<file path="config.mk">
export PLATFORM = sky130hd
export DESIGN_NAME = spi_mm_read_engine
export DESIGN_NICKNAME = d
export VERILOG_FILES = /design/src/rtl/spi_mm_pkg.sv /design/src/rtl/fifo_mem.sv /design/src/rtl/spi_mm_read_engine.sv
export VERILOG_INCLUDE_DIRS = /design/src /design/src/rtl
export SDC_FILE = /design/constraint.sdc
export NUM_CORES = 1
export LEC_CHECK = 0
export ABC_AREA = 1
export BUFFER_PORTS_ARGS = -buffer_cell sky130_fd_sc_hd__buf_2
export CORE_UTILIZATION = 40
export DETAILED_ROUTE_END_ITERATION = 16
export GPL_ROUTABILITY_DRIVEN = 0
export PLACE_DENSITY = 0.59
export SLEW_MARGIN = 20
export SYNTH_ARGS = -nofsm -noshare
export SYNTH_HDL_FRONTEND = slang
export SYNTH_SLANG_ARGS = --single-unit
</file>
<file path="constraint.sdc">
create_clock -name clk -period 18.5 [get_ports clk]
set_input_delay 1.85 -clock clk [delete_from_list [all_inputs] [get_ports clk]]
set_output_delay 1.85 -clock clk [all_outputs]
set_load 0.03 [all_outputs]
</file>
<file path="src/rtl/spi_mm_consts.svh">
// Offsets, field positions, reset values and codes of the read engine
`ifndef SPI_MM_CONSTS_SVH
`define SPI_MM_CONSTS_SVH
`define REG_CTRL0 4'h0
`define REG_DIV 4'h4
`define REG_TOUT 4'h8
`define REG_STAT 4'hC
`define CTRL_W 11
`define CTRL_RST 11'h000
`define DIV_RST 16'h0000
`define TOUT_RST 8'h40
`define F_EN 0
`define F_LANE_LO 1
`define F_LANE_HI 2
`define F_CONT 3
`define F_PREF 4
`define F_WDOG 5
`define F_INSTR 6
`define F_ISEL_LO 7
`define F_ISEL_HI 8
`define F_DIR_LO 9
`define F_DIR_HI 10
`define DIR_TX_ONLY 2'h1
`define INSTR_0 8'h03
`define INSTR_1 8'h0B
`define INSTR_2 8'h3B
`define INSTR_3 8'h6B
`define RESP_OK 2'h0
`define RESP_SLVERR 2'h2
`define RESP_DECERR 2'h3
`define DESEL_CYC 8'h02
`define WORD_BITS 6'h20
`define ADDR_BITS 6'h18
`define CMD_BITS 6'h08
`endif

</file>
<file path="src/rtl/spi_mm_pkg.sv">
// Types shared by the serial memory read engine
package spi_mm_pkg;
	typedef enum logic [2:0] {
		ST_IDLE, ST_DESEL, ST_CMD, ST_ADDR, ST_DUMMY, ST_DATA, ST_HOLD
	} eng_state_type;
	typedef struct packed {
		logic sclk;
		logic selectN;
		logic [7:0] txd;
		logic [7:0] oeLanes;
	} link_out_type;
	typedef struct packed {
		eng_state_type eng;
		link_out_type link;
		logic [15:0] divCnt;
		logic [31:0] shOut;
		logic [31:0] shIn;
		logic [5:0] bitsLeft;
		logic [6:0] fetchLeft;
		logic [21:0] fetchAddr;
		logic [21:0] expAddr;
		logic [4:0] wrPtr;
		logic [4:0] rdPtr;
		logic [4:0] count;
		logic [7:0] wdCnt;
		logic [10:0] ctrl;
		logic [15:0] div;
		logic [7:0] tout;
		logic waitReq;
		logic [31:0] rdata;
		logic [1:0] resp;
		logic popPend;
		logic wrOk;
		logic [7:0] rxMeta;
		logic [7:0] rxSync;
	} eng_regs_type;
endpackage

</file>
<file path="src/rtl/fifo_mem.sv">
// Receive word store with registered read data
`timescale 1ns/1ps
module fifo_mem #(
	parameter int WIDTH = 32,
	parameter int DEPTH = 8,
	parameter int AW = 3
) (
	input wire logic clk,
	input wire logic wrEn,
	input wire logic [AW-1:0] wrAddr,
	input wire logic [WIDTH-1:0] wrData,
	input wire logic rdEn,
	input wire logic [AW-1:0] rdAddr,
	output logic [WIDTH-1:0] rdData
);
	logic [WIDTH-1:0] mem [DEPTH];

	always_ff @(posedge clk) begin
		if (wrEn) begin
			mem[wrAddr] <= wrData;
		end
		if (rdEn) begin
			rdData <= mem[rdAddr];
		end
	end
endmodule // fifo_mem

</file>
<file path="src/rtl/spi_mm_read_engine.sv">
// Contract
// - Lane mode widens transmit, receive and enable groups to 2, 4 or 8 lines
// - Transfer direction comes from the direction field of control register
// - Sideband select high means memory read, low means register access
// - Each memory read is served in the same bus transaction, stretched
// - Serial memory address is taken from the bus address
// - Optional instruction phase from a fixed code set precedes the address
// - Outside continuous mode every memory read sends a fresh address; here a read found in the FIFO sends none
// - Continuous mode keeps memory selected, clock idle, after data arrives
// - Later continuous reads restart the clock, no command, address, dummies
// - Continuous mode deselects on any transaction with the select low; here only while the engine is in ST_HOLD
// - Non-consecutive continuous read deselects then restarts with address
// - Watchdog deselects when no memory read arrives within the idle count
// - Idle count is 8 bits of core clock; writes ignored while enabled
// - Prefetch fetches the next burst; next-address request served from FIFO
// - Prefetch amount is the lesser of last burst length and FIFO depth
// - Serving prefetched data starts the next chunk fetch in parallel
// - Non-contiguous request flushes the FIFO and starts a fresh read
// - Request during prefetch either ends it or extends the beat count; here a matching request only waits, count not extended
// - Serial clock is core clock over an even divisor; zero disables it
//
// Chosen here: the Avalon-MM interface to the registers and the address map.
`timescale 1ns/1ps
`include "spi_mm_consts.svh"
module spi_mm_read_engine #(
	parameter int DEPTH = 8,
	parameter int DUMMY_CLKS = 0
) (
	input wire logic clk,
	input wire logic rstn,
	input wire logic [31:0] address,
	input wire logic read,
	input wire logic write,
	input wire logic [31:0] writedata,
	input wire logic [3:0] byteenable,
	input wire logic memMapSel,
	input wire logic [5:0] burstcount,
	output logic [31:0] readdata,
	output logic waitrequest,
	output logic [1:0] response,
	input wire logic [7:0] rxd,
	output spi_mm_pkg::link_out_type spiOut
);
	import spi_mm_pkg::*;

	localparam int AW = $clog2(DEPTH);
	localparam logic [4:0] DEPTH_C = 5'(DEPTH);
	localparam logic [4:0] PTR_MASK = 5'(DEPTH - 1);

	eng_regs_type q;
	eng_regs_type d;
	logic rstMeta;
	logic rstSyncN;
	logic memWrEn;
	logic memRdEn;
	logic [31:0] rdData;
	logic [1:0] mode;
	logic [3:0] step;
	logic [15:0] half;
	logic tick;
	logic req;
	logic [21:0] reqAddr;
	logic [6:0] amt;
	logic [31:0] regVal;
	logic [7:0] laneMask;

	function automatic logic [3:0] laneStep(input logic [1:0] m);
		case (m)
			2'h0: laneStep = 4'h1;
			2'h1: laneStep = 4'h2;
			2'h2: laneStep = 4'h4;
			default: laneStep = 4'h8;
		endcase
	endfunction

	function automatic logic [7:0] topBits(input logic [31:0] s,
		input logic [1:0] m);
		case (m)
			2'h0: topBits = {7'h00, s[31]};
			2'h1: topBits = {6'h00, s[31:30]};
			2'h2: topBits = {4'h0, s[31:28]};
			default: topBits = s[31:24];
		endcase
	endfunction

	function automatic logic [31:0] shiftIn(input logic [31:0] s,
		input logic [7:0] r, input logic [1:0] m);
		case (m)
			2'h0: shiftIn = {s[30:0], r[0]};
			2'h1: shiftIn = {s[29:0], r[1:0]};
			2'h2: shiftIn = {s[27:0], r[3:0]};
			default: shiftIn = {s[23:0], r};
		endcase
	endfunction

	function automatic logic [31:0] merge(input logic [31:0] old,
		input logic [31:0] nw, input logic [3:0] be);
		for (int i = 0; i < 4; i++) begin
			merge[i*8 +: 8] = be[i] ? nw[i*8 +: 8] : old[i*8 +: 8];
		end
	endfunction

	function automatic logic [7:0] instrCode(input logic [1:0] sel);
		case (sel)
			2'h0: instrCode = `INSTR_0;
			2'h1: instrCode = `INSTR_1;
			2'h2: instrCode = `INSTR_2;
			default: instrCode = `INSTR_3;
		endcase
	endfunction

	always_ff @(posedge clk or negedge rstn) begin
		if (!rstn) begin
			rstMeta <= 1'b0;
			rstSyncN <= 1'b0;
		end else begin
			rstMeta <= 1'b1;
			rstSyncN <= rstMeta;
		end
	end

	fifo_mem #(.WIDTH(32), .DEPTH(DEPTH), .AW(AW)) rxStore (
		.clk(clk),
		.wrEn(memWrEn),
		.wrAddr(q.wrPtr[AW-1:0]),
		.wrData(q.shIn),
		.rdEn(memRdEn),
		.rdAddr(q.rdPtr[AW-1:0]),
		.rdData(rdData)
	);

	assign mode = q.ctrl[`F_LANE_HI:`F_LANE_LO];
	assign step = laneStep(mode);
	assign laneMask = 8'((9'h002 << (step - 4'h1)) - 9'h001);
	assign half = {1'b0, q.div[15:1]};
	assign tick = (half != 16'h0000) && (q.divCnt == half - 16'h0001);
	assign reqAddr = address[23:2];
	assign amt = (burstcount == 6'h00) ? 7'h01 :
		((7'(burstcount) > 7'(DEPTH_C)) ? 7'(DEPTH_C) : 7'(burstcount));

	always_comb begin
		case (address[3:0])
			`REG_CTRL0: regVal = {21'h000000, q.ctrl};
			`REG_DIV: regVal = {16'h0000, q.div};
			`REG_TOUT: regVal = {24'h000000, q.tout};
			`REG_STAT: regVal = {24'h000000, q.count, q.fetchLeft != 7'h00,
				q.eng != ST_IDLE, !q.link.selectN};
			default: regVal = 32'h00000000;
		endcase
	end

	always_comb begin
		d = q;
		memWrEn = 1'b0;
		memRdEn = 1'b0;
		req = (read || write) && q.waitReq && !q.popPend;
		d.rxMeta = rxd;
		d.rxSync = q.rxMeta;

		// Answer cycle: writes land at the edge that ends it
		if (!q.waitReq) begin
			d.waitReq = 1'b1;
			d.resp = `RESP_OK;
			if (q.wrOk && write) begin
				case (address[3:0])
					`REG_CTRL0: d.ctrl = `CTRL_W'(merge(
						{21'h000000, q.ctrl}, writedata, byteenable));
					`REG_DIV: d.div = 16'(merge({16'h0000, q.div},
						writedata, byteenable));
					`REG_TOUT: if (!q.ctrl[`F_EN]) begin
						d.tout = 8'(merge({24'h000000, q.tout},
							writedata, byteenable));
					end
					default: d.div = q.div;
				endcase
			end
		end
		// popped word returned in the stretched transaction
		if (q.popPend) begin
			d.popPend = 1'b0;
			d.rdata = rdData;
			d.resp = `RESP_OK;
			d.waitReq = 1'b0;
		end

		// Serial engine
		if (q.eng == ST_CMD || q.eng == ST_ADDR || q.eng == ST_DUMMY ||
			q.eng == ST_DATA) begin
			d.divCnt = tick ? 16'h0000 : q.divCnt + 16'h0001;
		end else begin
			d.divCnt = 16'h0000;
		end
		if (tick && q.eng != ST_IDLE && q.eng != ST_DESEL &&
			q.eng != ST_HOLD) begin
			if (!q.link.sclk) begin
				d.link.sclk = 1'b1;
				if (q.eng == ST_DATA) begin
					d.shIn = shiftIn(q.shIn, q.rxSync, mode);
				end
			end else begin
				d.link.sclk = 1'b0;
				d.bitsLeft = (q.eng == ST_DUMMY) ? q.bitsLeft - 6'h01 :
					q.bitsLeft - 6'(step);
				d.shOut = q.shOut << step;
				d.link.txd = topBits(d.shOut, mode) & laneMask;
				if (d.bitsLeft == 6'h00) begin
					case (q.eng)
						ST_CMD: begin
							d.eng = ST_ADDR;
							d.shOut = {q.fetchAddr, 2'h0, 8'h00};
							d.bitsLeft = `ADDR_BITS;
							d.link.txd = topBits(d.shOut, mode) & laneMask;
						end
						ST_ADDR, ST_DUMMY: begin
							d.link.oeLanes = 8'h00;
							if (q.eng == ST_ADDR && DUMMY_CLKS != 0) begin
								d.eng = ST_DUMMY;
								d.bitsLeft = 6'(DUMMY_CLKS);
							end else begin
								d.eng = ST_DATA;
								d.bitsLeft = `WORD_BITS;
							end
						end
						default: begin
							memWrEn = 1'b1;
							d.wrPtr = (q.wrPtr + 5'h01) & PTR_MASK;
							d.count = q.count + 5'h01;
							d.fetchAddr = q.fetchAddr + 22'h000001;
							d.fetchLeft = q.fetchLeft - 7'h01;
							d.bitsLeft = `WORD_BITS;
							if (d.fetchLeft == 7'h00 || d.count >= DEPTH_C) begin
								d.eng = ST_HOLD;
								d.wdCnt = q.tout;
							end
						end
					endcase
				end
			end
		end

		case (q.eng)
			ST_DESEL: begin
				d.link.selectN = 1'b1;
				d.wdCnt = q.wdCnt - 8'h01;
				if (q.wdCnt == 8'h00) begin
					d.link.selectN = 1'b0;
					d.link.sclk = 1'b0;
					d.link.oeLanes = laneMask;
					if (q.ctrl[`F_INSTR]) begin
						d.eng = ST_CMD;
						d.shOut = {instrCode(q.ctrl[`F_ISEL_HI:`F_ISEL_LO]),
							24'h000000};
						d.bitsLeft = `CMD_BITS;
					end else begin
						d.eng = ST_ADDR;
						d.shOut = {q.fetchAddr, 2'h0, 8'h00};
						d.bitsLeft = `ADDR_BITS;
					end
					d.link.txd = topBits(d.shOut, mode) & laneMask;
				end
			end
			ST_HOLD: begin
				d.link.sclk = 1'b0;
				d.link.oeLanes = 8'h00;
				if (q.fetchLeft != 7'h00 && q.count < DEPTH_C) begin
					d.eng = ST_DATA;
					d.bitsLeft = `WORD_BITS;
				end else if (!q.ctrl[`F_CONT]) begin
					d.eng = ST_IDLE;
					d.fetchLeft = 7'h00;
					d.link.selectN = 1'b1;
				end else if (q.fetchLeft == 7'h00 && q.ctrl[`F_WDOG]) begin
					d.wdCnt = q.wdCnt - 8'h01;
					if (q.wdCnt == 8'h00) begin
						d.eng = ST_IDLE;
						d.link.selectN = 1'b1;
						d.count = 5'h00;
						d.rdPtr = d.wrPtr;
					end
				end
			end
			default: d.wdCnt = d.wdCnt;
		endcase

		// Request decision, after the engine so a flush wins over a push
		if (req) begin
			if (!memMapSel) begin
				d.waitReq = 1'b0;
				d.rdata = regVal;
				d.wrOk = address[3:0] <= `REG_STAT && address[1:0] == 2'h0;
				d.resp = d.wrOk ? `RESP_OK : `RESP_DECERR;
				if (q.ctrl[`F_CONT] && q.eng == ST_HOLD) begin
					d.eng = ST_IDLE;
					d.link.selectN = 1'b1;
					d.fetchLeft = 7'h00;
					d.count = 5'h00;
					d.rdPtr = d.wrPtr;
				end
			end else if (write || !q.ctrl[`F_EN] ||
				q.ctrl[`F_DIR_HI:`F_DIR_LO] == `DIR_TX_ONLY) begin
				d.waitReq = 1'b0;
				d.wrOk = 1'b0;
				d.rdata = 32'h00000000;
				d.resp = `RESP_SLVERR;
			end else begin
				d.wdCnt = (q.eng == ST_HOLD) ? q.tout : d.wdCnt;
				if (q.count != 5'h00 && reqAddr == q.expAddr) begin
					memRdEn = 1'b1;
					d.popPend = 1'b1;
					d.rdPtr = (q.rdPtr + 5'h01) & PTR_MASK;
					d.count = d.count - 5'h01;
					d.expAddr = q.expAddr + 22'h000001;
					if (q.ctrl[`F_PREF] && q.fetchLeft == 7'h00) begin
						d.fetchLeft = amt;
						// Hold may drop to idle in this same cycle
						if (d.eng == ST_IDLE) begin
							d.eng = ST_DESEL;
							d.wdCnt = `DESEL_CYC;
						end
					end
				end else if (q.count == 5'h00 && reqAddr == q.fetchAddr &&
					q.eng != ST_IDLE) begin
					if (q.fetchLeft == 7'h00) begin
						d.fetchLeft = amt;
					end
				end else begin
					d.eng = ST_DESEL;
					d.wdCnt = `DESEL_CYC;
					d.link.selectN = 1'b1;
					d.link.sclk = 1'b0;
					d.link.oeLanes = 8'h00;
					d.count = 5'h00;
					d.rdPtr = d.wrPtr;
					d.fetchAddr = reqAddr;
					d.expAddr = reqAddr;
					d.fetchLeft = q.ctrl[`F_PREF] ? 7'(amt << 1) : amt;
				end
			end
		end

		if (!q.ctrl[`F_EN]) begin
			d.eng = ST_IDLE;
			d.link.selectN = 1'b1;
			d.link.sclk = 1'b0;
			d.link.oeLanes = 8'h00;
			d.fetchLeft = 7'h00;
			d.count = 5'h00;
			d.rdPtr = d.wrPtr;
		end
	end

	always_ff @(posedge clk or negedge rstSyncN) begin
		if (!rstSyncN) begin
			q <= '0;
			q.eng <= ST_IDLE;
			q.link.selectN <= 1'b1;
			q.ctrl <= `CTRL_RST;
			q.div <= `DIV_RST;
			q.tout <= `TOUT_RST;
			q.waitReq <= 1'b1;
		end else begin
			q <= d;
		end
	end

	assign readdata = q.rdata;
	assign waitrequest = q.waitReq;
	assign response = q.resp;
	assign spiOut = q.link;
endmodule // spi_mm_read_engine

</file>
==> metrics, run 1 <==
Min-Delay Path Class reg -> async; Synth Area in XOR/XNOR 0.0263; GRT Util Overall 0.229; Register Area 15,300 um^2; routed via count 22,900; CP endpoint kind flop; dpl hpwl 53,600 um; complex-gate fraction of the synthesized area 0.157; final hold violations 0; share of post-route cells with drive strength above 1 0.107; fin util 0.452; cell family with most CP delay simple AND/OR/NAND/NOR gates; largest net degree at the start of global routing 101; critical path type reg -> reg; worst vdd ir 0.0000847 V; slowest library cell on the worst path nor2_1; 1st-iter DRT viols 2,037; # resized after CTS 0; Starting Density 0.404; clock tree sinks 554; die area 71,800 um^2; mux contribution to synthesized area 0.00464; DRC 0; Post-CTS Setup Inserts 0; Setup violations, final 0; Yosys reg bits 554; status finished, final reports clean; slowest cell delay on critical path 0.72 ns; Pre-antenna DRT Iters 6; height of the die 268 um; CTS tree done; register area share after synthesis 0.541; P&R area growth vs syn 12.0%; initial antenna violation count 2; total CTS buffers 61; FMAX 0.183 GHz; fin cells 4,205; Placed Cells 4,089; Ant. Diodes 0; port bufs 113; clock latency at the later pin of the worst-skew pair 0.66 ns; post-synthesis simple-gate area fraction 0.190; core area 70,000 um^2; Final Slew Violations 0; FP Rows 97; cells after synthesis 3,191; largest family of logic cells by synthesized area simple AND/OR/NAND/NOR gates; Multi-input gate area 11,000 um^2; final wirelength 82,700 um; Fillers 6,854; max cap viols 0; wire per inst 19.7 um; Worst Slack Setup Final 13.04 ns; period utilization 0.295; number of synthesized flops with an enable pin 288; crit path max fanout 23; Critical Path Source Type flop; clock buffer depth 3; Reg clk slew, reported paths 0.06 ns; Cell variety after synth 66; H-tree depth 2; leakage power 12.8 nW; worst slew margin relative to its limit 0.243; Fin Clk Skew 0.0324 ns; DR vias/cell 5.45; Setup WS pre-CTS 12.73 ns; ys flop type edfxtp_1; total grt overflow 0; Ports 140; synthesized cell area 28,300 um^2; Final Critical Period 5.46 ns; P per Cell Area 88.3 nW/um^2; RSZ-0062 raised after global routing false; Mapped Nets 3,296; CP cell instances inv_1 -> nor2_1 -> buf_4 -> nor2_1 -> inv_1 -> nor2_2 -> inv_1 -> nor2_1 -> nand2_1 -> nor2_4 -> nand2_1 -> nor2_4 -> buf_4; Routed Antenna Nets 0; Die W 268 um; post-synthesis async set-or-reset flop share 0.480; vias in the first global route 21,500; number of nets in the layout 3,317; Slew @ Worst Pin 1.13 ns; setup_tns 0 ns; Syn Area/Cell 8.86 um^2; Syn. warnings 0; Buf/Inv on CP 5; Clock Tree Root clkbuf_16; Adder-Cell Fraction of Synth Area 0.00823; CP required 18.79 ns; crit path DAT 5.75 ns; global-route wire length before repair 127,000 um; Hold-fix buffers, CTS 0
==> path summary, 6_finish.rpt <==
check                         start                  to  slack (ns)  cells past startpoint
max reg2reg                  q[268]  rxStore.mem[1][17]       13.04                     13
min reg2reg                rstSyncN           spiOut[8]        0.29                      0
max                          q[268]  rxStore.mem[1][17]       13.04                     13
min in group clk               d[7]                q[7]        0.35                      0
min                        rstSyncN           spiOut[8]        0.29                      0
max in group asynchronous  rstSyncN              q[101]       15.37                      3
==> layer usage <==
layer  vias to the layer above  GRT usage  routed length (um)  part of all wire
li1                      10900          -                   -                 -
met1                     11100      0.329               38100              0.46
met3                       121     0.0398                5590             0.068
met4                         0     0.0659                2010             0.024
met5                         -          0                   0                 0
met2                       753      0.353               37000              0.45
==> cell families (layout without fill, tap and decap cells) <==
| group | Yosys count | count (layout) |
|---|---|---|
| simple gates | 1268 | 1268 |
| mux | 13 | 13 |
| fa+ha+maj | 18 | 18 |
| compound gates | 763 | 763 |
| flops | 554 | 554 |
| other cells | 1 | 1 |
| xor+xnor | 84 | 84 |
| buf+inv | 490 | 564 |
==> registers in the layout, summed over array words and instances, names as in the netlist <==
signal          cells
readdata           32
mode                2
waitrequest         1
d                   8
response            2
rstMeta             1
half               15
rstSyncN            1
rxStore.mem       256
spiOut             18
rxStore.rdData     32
q                 186
==> Yosys cell counts, types with 14 or more instances <==
library cell | instances | share of area
clkbuf_1 | 122 | 0.016
nand4_1 | 26 | 0.0058
buf_1 | 15 | 0.0020
nand2_1 | 563 | 0.075
edfxtp_1 | 288 | 0.31
xnor2_1 | 33 | 0.010
nand3_1 | 118 | 0.021
inv_1 | 277 | 0.037
a21oi_1 | 135 | 0.024
nor3_1 | 42 | 0.0074
ha_1 | 17 | 0.0075
buf_4 | 54 | 0.014
nor2_1 | 435 | 0.058
a22oi_1 | 14 | 0.0037
a221oi_1 | 27 | 0.0084
o22ai_1 | 100 | 0.022
o21a_1 | 16 | 0.0042
o2111ai_1 | 14 | 0.0043
xor2_1 | 50 | 0.015
dfrtp_1 | 263 | 0.23
a31oi_1 | 46 | 0.010
o21ai_0 | 337 | 0.060
==> cell type report <==
type                       count  share of cell area
sequential                   554               0.484
timing repair buffer         159              0.0288
multi-input combinational   2147               0.347
clock buffer                  69              0.0498
inverter                     289              0.0343
clock inverter                47              0.0199
tap                          940              0.0371
==> stage by stage <==
stage                     hold WS, ns  area, um^2  power, W
after detailed placement        0.302       29500   0.00149
after CTS                       0.308       31700   0.00282
after global routing            0.343       31700   0.00289
after global placement          0.295       29500   0.00149
final                           0.285       31700   0.00280
after floorplan                 0.331       28300   0.00144
==> report_power, final <==
group / internal [W] / leakage, nW / total [W] / switching (W)
Clock: 0.000786 / 1.07 / 0.00133 / 0.000540
Sequential: 0.00130 / 5.95 / 0.00132 / 0.0000196
Combinational: 0.0000472 / 5.80 / 0.000148 / 0.000101
==> worst reg2reg max path, stage by stage, from the launching register on <==
cell	delay, ns
dfrtp_1	0.43
inv_1	0.14
nor2_1	0.06
buf_4	0.18
nor2_1	0.72
inv_1	0.37
nor2_2	0.40
inv_1	0.08
nor2_1	0.23
nand2_1	0.70
nor2_4	0.58
nand2_1	0.30
nor2_4	0.45
buf_4	0.46
==> cell usage in the layout, fill, tap and decap left out, drive strengths merged, types with 7 or more instances in the layout <==
master,synthesis,routed
o22ai,100,100
o221ai,11,11
nor3,45,45
clkbuf,122,69
or2,16,16
dfrtp,263,263
o21a,16,16
o2111ai,14,14
o21ai,350,350
edfxtp,288,288
nand2,575,575
a21oi,135,135
nand3,125,125
o211ai,9,9
clkinv,6,35
xor2,51,51
nor2,455,455
ha,17,17
a211oi,10,10
buf,79,159
a31oi,46,46
nand3b,7,7
bufinv,0,12
a221oi,27,27
inv,283,283
xnor2,33,33
nor4,11,11
nand4,26,26
a22oi,14,14
mux2i,12,12
Note: power is estimated with default switching activity, not from simulation.
==> run 2, diff against run 1 <==
==> constraint.sdc (replaced) <==
create_clock -name clk -period 5.2 [get_ports clk]
set_input_delay 0.52 -clock clk [delete_from_list [all_inputs] [get_ports clk]]
set_output_delay 0.52 -clock clk [all_outputs]
set_load 0.03 [all_outputs]
==> run 2 against run 1 <==
Net effect: the run now ends with design-rule violations left; setup slack lost 12 ns; non-clock buffer count is 15 higher; sequential share of layout area shrank 0.21 points; clock skew is 0.0086 ns higher; critical path type unchanged.
==> metrics, run 2 (synthesized netlist as in run 1, its figures left out) <==
initial antenna violation count 1 (-1); worst slew margin relative to its limit 0.350 (+0.106); status finished with violations; 1st-iter DRT viols 2,208 (+8.4%); # resized after CTS 0 (unchanged); number of nets in the layout 3,331 (+0.42%); Min-Delay Path Class in -> reg; die area 71,800 um^2 (unchanged); Critical Path Source Type flop; height of the die 268 um (unchanged); Starting Density 0.404 (unchanged); FMAX 0.227 GHz (+24%); Reg clk slew, reported paths 0.06 ns (about the same); Fin Clk Skew 0.0409 ns (+0.00857 ns); share of post-route cells with drive strength above 1 0.107 (-0.000119); Final Critical Period 4.40 ns (-1.06 ns); clock tree sinks 554 (unchanged); most common cell after layout, fill and taps aside nand2_1; Critical Path Source mode[0]; Die W 268 um (unchanged); FP Rows 97 (unchanged); crit path max fanout 21 (-8.7%); Fillers 6,766 (-1.3%); P&R area growth vs syn 12.5%; Top reg by flops rxStore.mem; CTS tree done; fin util 0.454 (+0.00196); CP required 5.77 ns (-13.02 ns); CP endpoint kind flop; port bufs 113 (unchanged); violated checks design-rule violations; total CTS buffers 60 (-1.6%); clock buffer depth 3 (unchanged); dpl hpwl 54,200 um (+1.0%); total grt overflow 0 (unchanged); Routed Antenna Nets 0 (unchanged); P per Cell Area 305 nW/um^2 (+250%); worst vdd ir 0.000250 V (+200%); period utilization 0.846 (+0.551); FF-to-FF Start mode[0]; largest net degree at the start of global routing 116 (+15%); commonest non-fill, non-tap cells in the layout nand2_1, nor2_1, o21ai_0; Pre-antenna DRT Iters 14 (+8); Ports 140 (unchanged); core area 70,000 um^2 (unchanged); Slew @ Worst Pin 0.974 ns (-0.158 ns); Top Registers rxStore.mem: 256 flops, q: 186 flops; Placed Area 29,600 um^2 (+0.58%); hold path startpoint writedata[14]; crit path DAT 4.97 ns (-0.78 ns); Final Slew Violations 0 (unchanged); reg2reg end q[97]; final wirelength 82,300 um (-0.41%); Ant. Diodes 0 (unchanged); RSZ-0062 raised after global routing false; Setup violations, final 0 (unchanged); global-route wire length before repair 127,000 um (about the same); GRT Util Overall 0.228 (-0.000905); Worst Hold Path Cells 2; routed via count 22,900 (+0.18%); final hold violations 0 (unchanged); H-tree depth 2 (unchanged); final instance area 31,800 um^2 (+0.43%); leakage power 12.8 nW (+0.24%); clock latency at the later pin of the worst-skew pair 0.65 ns (about the same); worst-case reg-to-reg path depth 19 (+6); DR vias/cell 5.44 (-0.13%); vias in the first global route 21,700 (+1.0%); Clock Tree Root clkbuf_16; critical path type reg -> reg; hold path endpoint half[13]; max reg flops 256 (unchanged); wire per inst 19.5 um (-0.71%); max cap viols 0 (unchanged); R2R Setup Slk 0.80 ns (-12.24 ns); DRC 2 (+2)
-- run 2: cell count changes in the layout (fill, tap and decap cells not counted), moves of 5 or more --
cell	delta
clkinv_2	-8
clkbuf_1	+8
clkbuf_8	+7
bufinv_16	-6
dlygate4sd3_1	+9
buf_12	+10
clkinv_1	-5
-- run 2: final cells by class --
cell class / count / area [um^2] / share of cell area
Tap cell: 940 / 1180 / 0.0370
Multi-Input combinational cell: 2147 / 11000 / 0.345
Clock inverter: 31 / 407 / 0.0128
Inverter: 289 / 1090 / 0.0341
Clock buffer: 83 / 1680 / 0.0527
Timing Repair Buffer: 174 / 1170 / 0.0368
Sequential cell: 554 / 15300 / 0.482
-- run 2: worst max-delay path by stage --
stage / slack (ns) / end / cells after the start
2_1_floorplan: -0.60 / rxStore.mem[2][0] / 18
3_3_place_gp: 0.89 / q[97] / 19
3_5_place_dp: 0.86 / q[97] / 19
4_1_cts: 0.85 / q[97] / 19
5_1_grt: 0.39 / q[97] / 19
6_report: 0.80 / q[97] / 19
-- run 2: routing by layer --
layer | vias to the layer above | GRT usage | wire length, um
met2 | 769 | 0.357 | 37400
met4 | 2 | 0.0714 | 2000
li1 | 11000 | - | -
met1 | 11100 | 0.325 | 37300
met5 | - | 0 | 13
met3 | 136 | 0.0324 | 5590
-- run 2: what timing repair did --
item,in CTS,in global routing
endpoints found under the setup margin,0,0
hold buffers,9,0
buffers inserted,0,0
hold endpoints to repair,10,0
-- run 2: power by group --
| part | switching [W] | leakage (nW) | internal [W] |
|---|---|---|---|
| logic | 0.000355 | 5.90 | 0.000173 |
| clock network | 0.00187 | 0.996 | 0.00258 |
| registers | 0.0000764 | 5.95 | 0.00463 |
-- run 2: through the flow --
step           total power, W  TNS [ns]  worst slack, ns  hold slack [ns]  std cells
2_1_floorplan         0.00513    -76.40           -0.597            0.224       3191
3_3_place_gp          0.00531         0            0.890            0.313       4095
3_5_place_dp          0.00532         0            0.864            0.314       4095
4_1_cts               0.00978         0            0.849           0.0837       4218
5_1_grt                0.0100         0            0.390            0.105       4218
6_report              0.00969         0            0.800            0.113       4218
-- run 2: worst max-delay path: stages (launching register included) --
cell and delay (ns):
dfrtp_1 0.82, inv_1 0.15, nor2_2 0.13, nand2_1 0.10, fa_1 0.41, xor2_1 0.19, nor3b_1 0.23, nand2_1 0.08
nor2_1 0.13, nand3_1 0.19, nor2_1 0.24, nand3_2 0.37, nand2_1 0.15, nand2_1 0.06, nor2_1 0.13, inv_1 0.07
ha_1 0.28, or2_2 0.30, o21ai_0 0.14, and3_1 0.16
